==> src/shared/card_pkg.sv <==
package card_pkg;

    // register indices; byte address is four times the index
    localparam logic [15:0] IDX_STATUS = 16'hfe08;
    localparam logic [15:0] IDX_RXDATA = 16'hfe09;
    localparam logic [15:0] IDX_LINE = 16'hfe0a;
    localparam logic [15:0] IDX_MODE = 16'hfe0d;

    // card_receive_status fields
    localparam int ST_NINTH = 7;
    localparam int ST_FINAL = 5;
    localparam int ST_CHECK = 4;
    localparam int ST_FULL = 3;
    localparam int ST_EMPTY = 2;
    localparam int ST_OVF = 1;
    localparam int ST_PAR = 0;
    localparam logic [7:0] ST_RESET = 8'h00;

    // card_receive_data
    localparam logic [7:0] RXDATA_RESET = 8'h00;

    // card_line_control fields
    localparam int LC_RST = 7;
    localparam int LC_IO = 5;
    localparam int LC_DIR = 4;
    localparam int LC_C8 = 3;
    localparam int LC_C4 = 2;
    localparam int LC_LVL = 1;
    localparam int LC_STOP = 0;
    localparam logic [7:0] LC_RESET = 8'h21;
    localparam logic LC_DIR_RESET = 1'b1;

    // protocol_mode_reg fields
    localparam int MD_MODE = 0;
    localparam int MD_NINE = 2;
    localparam int MD_CRC = 3;
    localparam logic [7:0] MD_RESET = 8'h00;

    typedef enum logic [1:0] {
        MODE_ASYNC = 2'b00,
        MODE_SYNC = 2'b01,
        MODE_BYPASS = 2'b10,
        MODE_AUTO = 2'b11
    } card_mode_e;

    typedef enum logic [1:0] {
        RX_IDLE = 2'b00,
        RX_START = 2'b01,
        RX_DATA = 2'b10,
        RX_PARITY = 2'b11
    } rx_state_e;

    // block check
    localparam logic [15:0] CRC_INIT = 16'hffff;
    localparam logic [15:0] CRC_POLY = 16'h1021;
    localparam logic [15:0] CRC_RESIDUE = 16'h1d0f;
    localparam logic [7:0] LRC_RESIDUE = 8'h00;

    // card clocks per elementary time unit
    localparam int ETU_CLKS = 372;
    localparam int RX_FIFO_DEPTH = 4;

endpackage : card_pkg

==> src/shared/rx_fifo_if.sv <==
`timescale 1ns/1ps
interface rx_fifo_if #(parameter int W = 8);
    logic push;
    logic [W-1:0] wdata;
    logic pop;
    logic [W-1:0] rdata;
    logic full;
    logic empty;
    modport user(output push, output wdata, output pop, input rdata, input full, input empty);
    modport store(input push, input wdata, input pop, output rdata, output full, output empty);
endinterface : rx_fifo_if

==> src/logic/card_rx_fifo.sv <==
`timescale 1ns/1ps
module card_rx_fifo #(
    parameter int W = 8,
    parameter int DEPTH = card_pkg::RX_FIFO_DEPTH
) (
    // clock and reset
    input wire logic clk,
    input wire logic rst,
    // queue port
    rx_fifo_if.store fq
);
    localparam int AW = (DEPTH > 1) ? $clog2(DEPTH) : 1;

    logic [W-1:0] mem [DEPTH];
    logic [AW-1:0] wr_ptr_r;
    logic [AW-1:0] rd_ptr_r;
    logic [AW:0] count_r;
    logic do_push;
    logic do_pop;

    assign do_push = fq.push && !fq.full;
    assign do_pop = fq.pop && !fq.empty;
    assign fq.full = (count_r == (AW+1)'(DEPTH));
    assign fq.empty = (count_r == '0);
    assign fq.rdata = mem[rd_ptr_r];

    // cleared so that a read of the empty queue after reset returns zero
    always_ff @(posedge clk) begin
        if (rst) begin
            for (int i = 0; i < DEPTH; i++) begin
                mem[i] <= '0;
            end
        end else if (do_push) begin
            mem[wr_ptr_r] <= fq.wdata;
        end
    end

    always_ff @(posedge clk) begin
        if (rst) begin
            wr_ptr_r <= '0;
            rd_ptr_r <= '0;
            count_r <= '0;
        end else begin
            if (do_push) begin
                wr_ptr_r <= (wr_ptr_r == AW'(DEPTH - 1)) ? '0 : wr_ptr_r + 1'b1;
            end
            if (do_pop) begin
                rd_ptr_r <= (rd_ptr_r == AW'(DEPTH - 1)) ? '0 : rd_ptr_r + 1'b1;
            end
            count_r <= count_r + (AW+1)'(do_push) - (AW+1)'(do_pop);
        end
    end
endmodule : card_rx_fifo

==> src/logic/card_rx_line.sv <==
// Design decision made here: the Avalon-MM register port.
`timescale 1ns/1ps
module card_rx_line #(
    parameter int ETU_CLKS = card_pkg::ETU_CLKS,
    parameter int FIFO_DEPTH = card_pkg::RX_FIFO_DEPTH
) (
    // system
    input wire logic CLK_SYS,
    input wire logic RST,
    // avalon-mm slave, byte address
    input wire logic [17:0] ADDRESS,
    input wire logic READ,
    input wire logic WRITE,
    input wire logic [31:0] WRITEDATA,
    output logic [31:0] READDATA,
    output logic WAITREQUEST,
    // card clock source and contacts
    input wire logic CARD_CLK_SRC,
    output logic CARD_CLK,
    output logic CARD_RST,
    input wire logic CARD_IO_I,
    output logic CARD_IO_O,
    output logic CARD_IO_OE,
    // activation sequencer
    input wire logic SEQ_RST_HOLD,
    // events
    output logic RX_FAULT_EVENT
);
    localparam int CW = $clog2(ETU_CLKS + 1);
    localparam logic [CW-1:0] ETU_LAST = CW'(ETU_CLKS - 1);
    localparam logic [CW-1:0] ETU_MID = CW'(ETU_CLKS / 2 - 1);

    rx_fifo_if #(.W(8)) fq ();

    card_rx_fifo #(.W(8), .DEPTH(FIFO_DEPTH)) u_fifo (
        .clk(CLK_SYS),
        .rst(RST),
        .fq(fq)
    );

    // input synchronisers
    logic clk_s1_r, clk_s2_r, clk_s3_r;
    logic io_s1_r, io_s2_r, io_s3_r;
    logic src_rise;
    logic io_fall;

    always_ff @(posedge CLK_SYS) begin
        if (RST) begin
            clk_s1_r <= 1'b0;
            clk_s2_r <= 1'b0;
            clk_s3_r <= 1'b0;
            io_s1_r <= 1'b1;
            io_s2_r <= 1'b1;
            io_s3_r <= 1'b1;
        end else begin
            clk_s1_r <= CARD_CLK_SRC;
            clk_s2_r <= clk_s1_r;
            clk_s3_r <= clk_s2_r;
            io_s1_r <= CARD_IO_I;
            io_s2_r <= io_s1_r;
            io_s3_r <= io_s2_r;
        end
    end

    assign src_rise = clk_s2_r && !clk_s3_r;
    assign io_fall = !io_s2_r && io_s3_r;

    // registers
    logic [7:0] line_r;
    logic [7:0] mode_r;
    logic final_r;
    logic check_r;
    logic ovf_r;
    logic par_r;
    logic ninth_r;
    logic line_cap_r;
    card_pkg::card_mode_e mode;
    logic is_sync;
    logic is_bypass;
    logic clk_nxt;

    assign mode = card_pkg::card_mode_e'(mode_r[card_pkg::MD_MODE +: 2]);
    assign is_sync = (mode == card_pkg::MODE_SYNC);
    assign is_bypass = (mode == card_pkg::MODE_BYPASS);
    assign clk_nxt = (is_bypass || line_r[card_pkg::LC_STOP]) ? line_r[card_pkg::LC_LVL] : clk_s2_r;

    // bus slave: one wait cycle, answer on the second cycle
    logic ack_r;
    logic accept;
    logic [15:0] idx;
    logic snap_ovf_r;
    logic snap_par_r;
    logic [7:0] rd_val;
    logic line_read;

    assign idx = ADDRESS[17:2];
    assign WAITREQUEST = (READ || WRITE) && !ack_r;
    assign accept = (READ || WRITE) && ack_r;

    always_comb begin
        line_read = is_sync ? line_cap_r : CARD_IO_I;
        unique case (idx)
            card_pkg::IDX_STATUS: rd_val = {ninth_r, 1'b0, final_r, check_r,
                fq.full, fq.empty, ovf_r, par_r};
            card_pkg::IDX_RXDATA: rd_val = fq.rdata;
            card_pkg::IDX_LINE: rd_val = {line_r[7:6], line_read, line_r[4:0]};
            card_pkg::IDX_MODE: rd_val = mode_r;
            default: rd_val = 8'h00;
        endcase
    end

    always_ff @(posedge CLK_SYS) begin
        if (RST) begin
            ack_r <= 1'b0;
            READDATA <= 32'h0000_0000;
            snap_ovf_r <= 1'b0;
            snap_par_r <= 1'b0;
        end else begin
            ack_r <= (READ || WRITE) && !ack_r;
            if (READ && !ack_r) begin
                READDATA <= {24'h000000, rd_val};
                snap_ovf_r <= (idx == card_pkg::IDX_STATUS) && ovf_r;
                snap_par_r <= (idx == card_pkg::IDX_STATUS) && par_r;
            end
        end
    end

    logic wr_status;
    logic rd_status;
    assign wr_status = accept && WRITE && (idx == card_pkg::IDX_STATUS);
    assign rd_status = accept && READ && (idx == card_pkg::IDX_STATUS);
    assign fq.pop = accept && READ && (idx == card_pkg::IDX_RXDATA) && !fq.empty;

    always_ff @(posedge CLK_SYS) begin
        if (RST) begin
            line_r <= card_pkg::LC_RESET;
            line_r[card_pkg::LC_DIR] <= card_pkg::LC_DIR_RESET;
            mode_r <= card_pkg::MD_RESET;
            final_r <= card_pkg::ST_RESET[card_pkg::ST_FINAL];
        end else if (accept && WRITE) begin
            if (idx == card_pkg::IDX_LINE) begin
                line_r <= WRITEDATA[7:0];
            end
            if (idx == card_pkg::IDX_MODE) begin
                mode_r <= {4'h0, WRITEDATA[3:0]};
            end
            if (idx == card_pkg::IDX_STATUS) begin
                final_r <= WRITEDATA[card_pkg::ST_FINAL];
            end
        end
    end

    // async character receiver, counted in card clock source rising edges
    card_pkg::rx_state_e rx_st_r;
    logic [CW-1:0] etu_cnt_r;
    logic [3:0] bit_cnt_r;
    logic [7:0] shift_r;
    logic a_done;
    logic a_bad;
    logic etu_end;

    assign etu_end = src_rise && (etu_cnt_r == ETU_LAST);
    assign a_done = (rx_st_r == card_pkg::RX_PARITY) && etu_end;
    assign a_bad = ^{shift_r, io_s2_r};

    always_ff @(posedge CLK_SYS) begin
        if (RST || is_sync || is_bypass) begin
            rx_st_r <= card_pkg::RX_IDLE;
            etu_cnt_r <= '0;
            bit_cnt_r <= 4'h0;
            shift_r <= 8'h00;
        end else begin
            if (src_rise) begin
                etu_cnt_r <= (etu_cnt_r == ETU_LAST) ? '0 : etu_cnt_r + 1'b1;
            end
            unique case (rx_st_r)
                card_pkg::RX_IDLE: begin
                    etu_cnt_r <= '0;
                    if (io_fall) begin
                        rx_st_r <= card_pkg::RX_START;
                    end
                end
                card_pkg::RX_START: begin
                    if (src_rise && etu_cnt_r == ETU_MID) begin
                        etu_cnt_r <= '0;
                        bit_cnt_r <= 4'h0;
                        rx_st_r <= io_s2_r ? card_pkg::RX_IDLE : card_pkg::RX_DATA;
                    end
                end
                card_pkg::RX_DATA: begin
                    if (etu_end) begin
                        shift_r <= {io_s2_r, shift_r[7:1]};
                        bit_cnt_r <= bit_cnt_r + 4'h1;
                        if (bit_cnt_r == 4'h7) begin
                            rx_st_r <= card_pkg::RX_PARITY;
                        end
                    end
                end
                card_pkg::RX_PARITY: begin
                    if (etu_end) begin
                        rx_st_r <= card_pkg::RX_IDLE;
                    end
                end
            endcase
        end
    end

    // synchronous-mode bit capture on card-clock rise
    logic [3:0] s_cnt_r;
    logic [7:0] s_shift_r;
    logic s_edge;
    logic s_done;

    // count the rises the card really sees, including the one at a clock restart
    assign s_edge = is_sync && clk_nxt && !CARD_CLK;
    assign s_done = s_edge && (s_cnt_r == 4'h7);

    always_ff @(posedge CLK_SYS) begin
        if (RST) begin
            s_cnt_r <= 4'h0;
            s_shift_r <= 8'h00;
            ninth_r <= 1'b0;
            line_cap_r <= 1'b0;
        end else if (!is_sync) begin
            s_cnt_r <= 4'h0;
        end else if (s_edge) begin
            line_cap_r <= io_s2_r;
            if (s_cnt_r < 4'h8) begin
                s_shift_r <= {io_s2_r, s_shift_r[7:1]};
            end
            if (s_cnt_r == 4'h8) begin
                ninth_r <= io_s2_r;
            end
            if ((s_cnt_r == 4'h7 && !mode_r[card_pkg::MD_NINE]) || s_cnt_r == 4'h8) begin
                s_cnt_r <= 4'h0;
            end else begin
                s_cnt_r <= s_cnt_r + 4'h1;
            end
        end
    end

    // completed byte from either path
    logic done;
    logic [7:0] done_byte;
    assign done = a_done || s_done;
    assign done_byte = s_done ? {io_s2_r, s_shift_r[7:1]} : shift_r;

    assign fq.push = done && !ovf_r && !fq.full;
    assign fq.wdata = done_byte;

    always_ff @(posedge CLK_SYS) begin
        if (RST) begin
            ovf_r <= 1'b0;
            par_r <= 1'b0;
        end else begin
            ovf_r <= (done && fq.full) || (ovf_r && !(rd_status && snap_ovf_r));
            par_r <= (a_done && a_bad) || (par_r && !(rd_status && snap_par_r));
        end
    end

    // block check accumulators
    function automatic logic [15:0] crc_step(input logic [15:0] c, input logic [7:0] b);
        logic [15:0] r;
        r = c;
        for (int i = 7; i >= 0; i--) begin
            r = (r[15] ^ b[i]) ? ({r[14:0], 1'b0} ^ card_pkg::CRC_POLY) : {r[14:0], 1'b0};
        end
        return r;
    endfunction : crc_step

    logic [15:0] crc_r;
    logic [7:0] lrc_r;
    logic [15:0] crc_nxt;
    logic [7:0] lrc_nxt;
    logic mismatch;

    assign crc_nxt = crc_step(crc_r, done_byte);
    assign lrc_nxt = lrc_r ^ done_byte;
    assign mismatch = mode_r[card_pkg::MD_CRC] ? (crc_nxt != card_pkg::CRC_RESIDUE)
        : (lrc_nxt != card_pkg::LRC_RESIDUE);

    always_ff @(posedge CLK_SYS) begin
        if (RST) begin
            crc_r <= card_pkg::CRC_INIT;
            lrc_r <= 8'h00;
            check_r <= 1'b0;
        end else begin
            if (done && final_r) begin
                crc_r <= card_pkg::CRC_INIT;
                lrc_r <= 8'h00;
            end else if (done) begin
                crc_r <= crc_nxt;
                lrc_r <= lrc_nxt;
            end
            check_r <= (done && final_r && mismatch) || (check_r && !wr_status);
        end
    end

    assign RX_FAULT_EVENT = ovf_r || par_r;

    // contact drivers
    always_ff @(posedge CLK_SYS) begin
        if (RST) begin
            CARD_RST <= 1'b0;
            CARD_CLK <= 1'b0;
            CARD_IO_O <= 1'b1;
            CARD_IO_OE <= 1'b0;
        end else begin
            CARD_RST <= is_sync ? line_r[card_pkg::LC_RST]
                : !(line_r[card_pkg::LC_RST] || SEQ_RST_HOLD);
            CARD_CLK <= clk_nxt;
            CARD_IO_O <= line_r[card_pkg::LC_IO];
            CARD_IO_OE <= (is_bypass || is_sync) && !line_r[card_pkg::LC_DIR];
        end
    end
endmodule : card_rx_line

==> config.mk <==
export PLATFORM = sky130hd
export DESIGN_NAME = card_rx_line
export DESIGN_NICKNAME = d
export VERILOG_FILES = /design/src/shared/card_pkg.sv /design/src/shared/rx_fifo_if.sv /design/src/logic/card_rx_fifo.sv /design/src/logic/card_rx_line.sv
export SDC_FILE = /design/constraint.sdc
export NUM_CORES = 1
export LEC_CHECK = 0
export BUFFER_PORTS_ARGS = -buffer_cell sky130_fd_sc_hd__buf_2
export CAP_MARGIN = 10
export CORE_ASPECT_RATIO = 0.5
export CORE_MARGIN = 3
export CORE_UTILIZATION = 60
export DETAILED_ROUTE_END_ITERATION = 6
export PLACE_DENSITY = 0.83
export SYNTH_ARGS = -nofsm -noshare
export SYNTH_HDL_FRONTEND = slang
export SYNTH_SLANG_ARGS = --single-unit
==> constraint.sdc <==
create_clock -name CLK_SYS -period 10.17 [get_ports CLK_SYS]
set_clock_uncertainty 0.15 [all_clocks]
set_input_delay 2.034 -clock CLK_SYS [delete_from_list [all_inputs] [get_ports CLK_SYS]]
set_output_delay 2.034 -clock CLK_SYS [all_outputs]
set_load 0.02 [all_outputs]
==> impl_metrics.csv <==
group,metric,value,unit
setup_path,timing.rr.start,"mode_r[0]",
global_route,overflow,0,
floorplanning,initial_core_util,63.07,%
power,clockPowerShare,51.2,%
logic_synthesis,synth.ff_latch_count,138,
floorplanning,die_area,12380,um2
drt,drtAntennaViolNets,0,
power,power_per_cell_area,169.3,nW/um2
finish,diodes,0,
logic_synthesis,synth_top_family_by_area,"simple AND/OR/NAND/NOR gates",
setup_path,startpoint_type,"input pin",
power,p_int,984.5,uW
drt,drtIter0Drc,484,
clock_tree,post_cts_buffers,0,
clock_tree,cts_root_buffer,"clkbuf_16",
clock_tree,clockBufferDepth,2,
power,p_comb_share,3.4,%
clock_tree,hold_buffers,0,
logic_synthesis,yosysWarnings,0,
setup_path,endpoint_kind,"flop",
setup_path,critPathArrivalTime,4.95,ns
clock_tree,cts_buffers,17,
place,place_area,6809,um2
finish,layout.nets,778,
power,ir_worst_vdd,0.07745,mV
run_status,status,"finished, violations left",
worst_hold_path,worstHoldStart,"io_s1_r",
logic_synthesis,synth_common_cells,"nor2_1 (124), dfxtp_1 (106), nand2_1 (47)",
power,swShare,21.65,%
drt,drt_first_pass_iters,7,
floorplanning,rows,26,
power,power_switching,272.0,uW
logic_synthesis,yosysMostFrequentCell,"nor2_1",
logic_synthesis,synth-seq-area-share,46.67,%
power,seqPwrFrac,45.4,%
clock_tree,clock_latency,0.42,ns
clock_tree,clock-sinks,138,
power,p_leak,2.849,nW
logic_synthesis,syn_inst,674,
place,io_buffers,44,
timing,hold_viol,0,
setup_path,r2r_setup_slack,6.26,ns
job,cap_viol_max_count,0,
clock_tree,clk_pin_slew,0.06,ns
timing,max_freq,208.0,MHz
place,hpwl,10310,um
logic_synthesis,synthTopCellsByArea,"dfxtp_1 (32%), edfxtp_1 (15%), nor2_1 (7.0%), mux2i_1 (5.2%), xnor2_1 (4.5%)",
drt,vias,5051,
timing,worst_pin_slew,1.058,ns
timing,timing.final.ws_setup,5.363,ns
logic_synthesis,syn-mean-instance-area,9.802,um2
logic_synthesis,yosys.area.top_type_share,32.12,%
drt,vias_per_cell,5.860,
place,pre_cts_slack,4.936,ns
logic_synthesis,synthFlopType,"dfxtp_1",
timing,finalSetupTns,0,ns
floorplanning,dieWidth,154.4,um
drt,wl,15640,um
timing,final-max-slew-violation-count,0,
global_route,grt_pass1_vias,4824,
logic_synthesis,synth_compound_area_share,8.807,%
finish,area_growth,12.35,%
timing,fin_crit_sh,47.27,%
logic_synthesis,yosys.area_share.simple,18.35,%
setup_path,worstPathRequired,10.31,ns
clock_tree,cts.repair.resized,0,
global_route,grt_usage,25.87,%
setup_path,path_max_fanout,3,
timing,slew_headroom,29.49,%
global_route,grt_max_degree,54,
logic_synthesis,yosys.area.top_type,"dfxtp_1",
logic_synthesis,async_reset_ff_share,0,%
drt,post_drt_wl_per_cell,18.14,um
logic_synthesis,synth_area,6606,um2
logic_synthesis,synth-adder-area-share,2.386,%
clock_tree,cts_tree,"done",
global_route,grt_pass1_wl,24850,um
timing,final-setup-viol-count,0,
clock_tree,htree_levels,4,
drt,drc,14,
floorplanning,die_h,80.20,um
finish,design_area,7422,um2
place,routabilityCongestion,0.8771,
logic_synthesis,synth-xor-area-share,9.072,%
logic_synthesis,yosysUniqueCellTypes,64,
worst_hold_path,hold_class,"flop to flop",
finish,drive_above_1_share,15.51,%
timing,rsz0062_at_grt,"no",
setup_path,crit_start,"ADDRESS[7]",
floorplanning,core-area,10480,um2
run_status,violations,"DRC",
global_route,antenna_found_initial,0,
setup_path,critPathKind,"input pin to flop",
logic_synthesis,synth_edf_count,32,
finish,fillers,732,
logic_synthesis,synth_mux_area_share,8.977,%
timing,finalCriticalPeriod,4.807,ns
floorplanning,pin_count,95,
-- power by group through the flow --
stage               clock, mW  sequential (mW)  combinational (mW)
global route            0.670            0.571              0.0453
detailed placement          0            0.582              0.0407
global placement            0            0.582              0.0401
floorplan                   0            0.580              0.0354
finish                  0.644            0.571              0.0422
CTS                     0.643            0.571              0.0412
-- worst max-delay path, cell delays in order --
cell and delay, ns:
buf_2 0.10, or4_1 0.59, nor3_1 0.22, nand3_1 0.11, nor3_1 0.55, ha_1 0.35, inv_1 0.06, ha_1 0.13
inv_1 0.04, fa_1 0.37, xor2_1 0.19, xnor2_1 0.15, nor2_1 0.05
-- layout by cell type (no fill, tap or decap), types with 4 or more instances in the layout --
| master | netlist | final |
|---|---|---|
| nand4_1 | 12 | 12 |
| clkinv_2 | 0 | 4 |
| xnor2_2 | 4 | 4 |
| conb_1 | 1 | 24 |
| a222oi_1 | 4 | 4 |
| or3_1 | 5 | 5 |
| inv_1 | 16 | 16 |
| ha_1 | 11 | 11 |
| clkbuf_16 | 0 | 17 |
| nor2b_1 | 8 | 8 |
| dfxtp_1 | 106 | 106 |
| mux4_2 | 8 | 8 |
| a21oi_1 | 29 | 29 |
| xnor2_1 | 34 | 34 |
| nor2_1 | 124 | 124 |
| buf_2 | 3 | 45 |
| bufinv_16 | 0 | 4 |
| nand3_1 | 10 | 10 |
| mux2i_1 | 34 | 34 |
| nand2_1 | 47 | 47 |
| xor2_1 | 22 | 22 |
| nand4b_1 | 4 | 4 |
| o21ai_0 | 20 | 20 |
| nor3_1 | 12 | 12 |
| a22oi_1 | 7 | 7 |
| o211ai_1 | 4 | 4 |
| edfxtp_1 | 32 | 32 |
| or2_2 | 5 | 5 |
-- layer usage --
layer  up-vias  share of wire [%]  global-route usage (%)
li1       2364                  -                       -
met1      2430                 42                   32.78
met2       221                 49                   44.04
met3        36                7.2                   5.490
met4         0                2.3                   9.780
met5         -                  0                       0
-- stage by stage --
step	instances	hold slack [ns]	power, mW	utilization (%)
after detailed placement	829	0.2512	0.6230	65.00
after CTS	861	0.2608	1.254	70.81
after floorplan	697	0.2395	0.6156	-
after global routing	862	0.2641	1.287	70.86
after global placement	829	0.2451	0.6221	65.00
final	862	0.2594	1.257	70.86
-- state kept, by name, indices dropped and copies added (netlist names), 2 cells and up, named ones only --
register	count
line_r	8
bit_cnt_r	4
u_fifo.wr_ptr_r	2
u_fifo.rd_ptr_r	2
u_fifo.count_r	3
lrc_r	8
shift_r	8
s_cnt_r	4
u_fifo.mem	32
crc_r	16
READDATA	8
etu_cnt_r	9
s_shift_r	7
mode_r	4
-- logic make-up after synthesis --
kind of cell               count (synthesis)
xor gates and xnor gates                  62
and+or+nand+nor                          254
AOI/OAI and AO/OA                         88
muxes                                     46
buffers and inverters                     73
adders and majority gates                 12
DFF                                      138
other                                      1
-- path summary, 6_finish.rpt --
path | endpoint | cells past startpoint
worst max-delay path | u_fifo.count_r[2] | 13
worst min-delay path | io_s2_r | 1
worst max register to register | u_fifo.mem[0][0] | 11
worst min register to register | io_s2_r | 1
-- area by class of cell --
cell class / instances / area (um2) / share of cell area [%]
clock buffer: 18 / 429.2 / 5.782
multi-input combinational: 486 / 3241 / 43.66
sequential: 138 / 3083 / 41.54
inverter: 18 / 67.56 / 0.9103
timing repair buffer: 48 / 247.7 / 3.338
tap: 140 / 175.2 / 2.360
clock inverter: 14 / 178.9 / 2.411
Power figures use the tool's default switching activity.
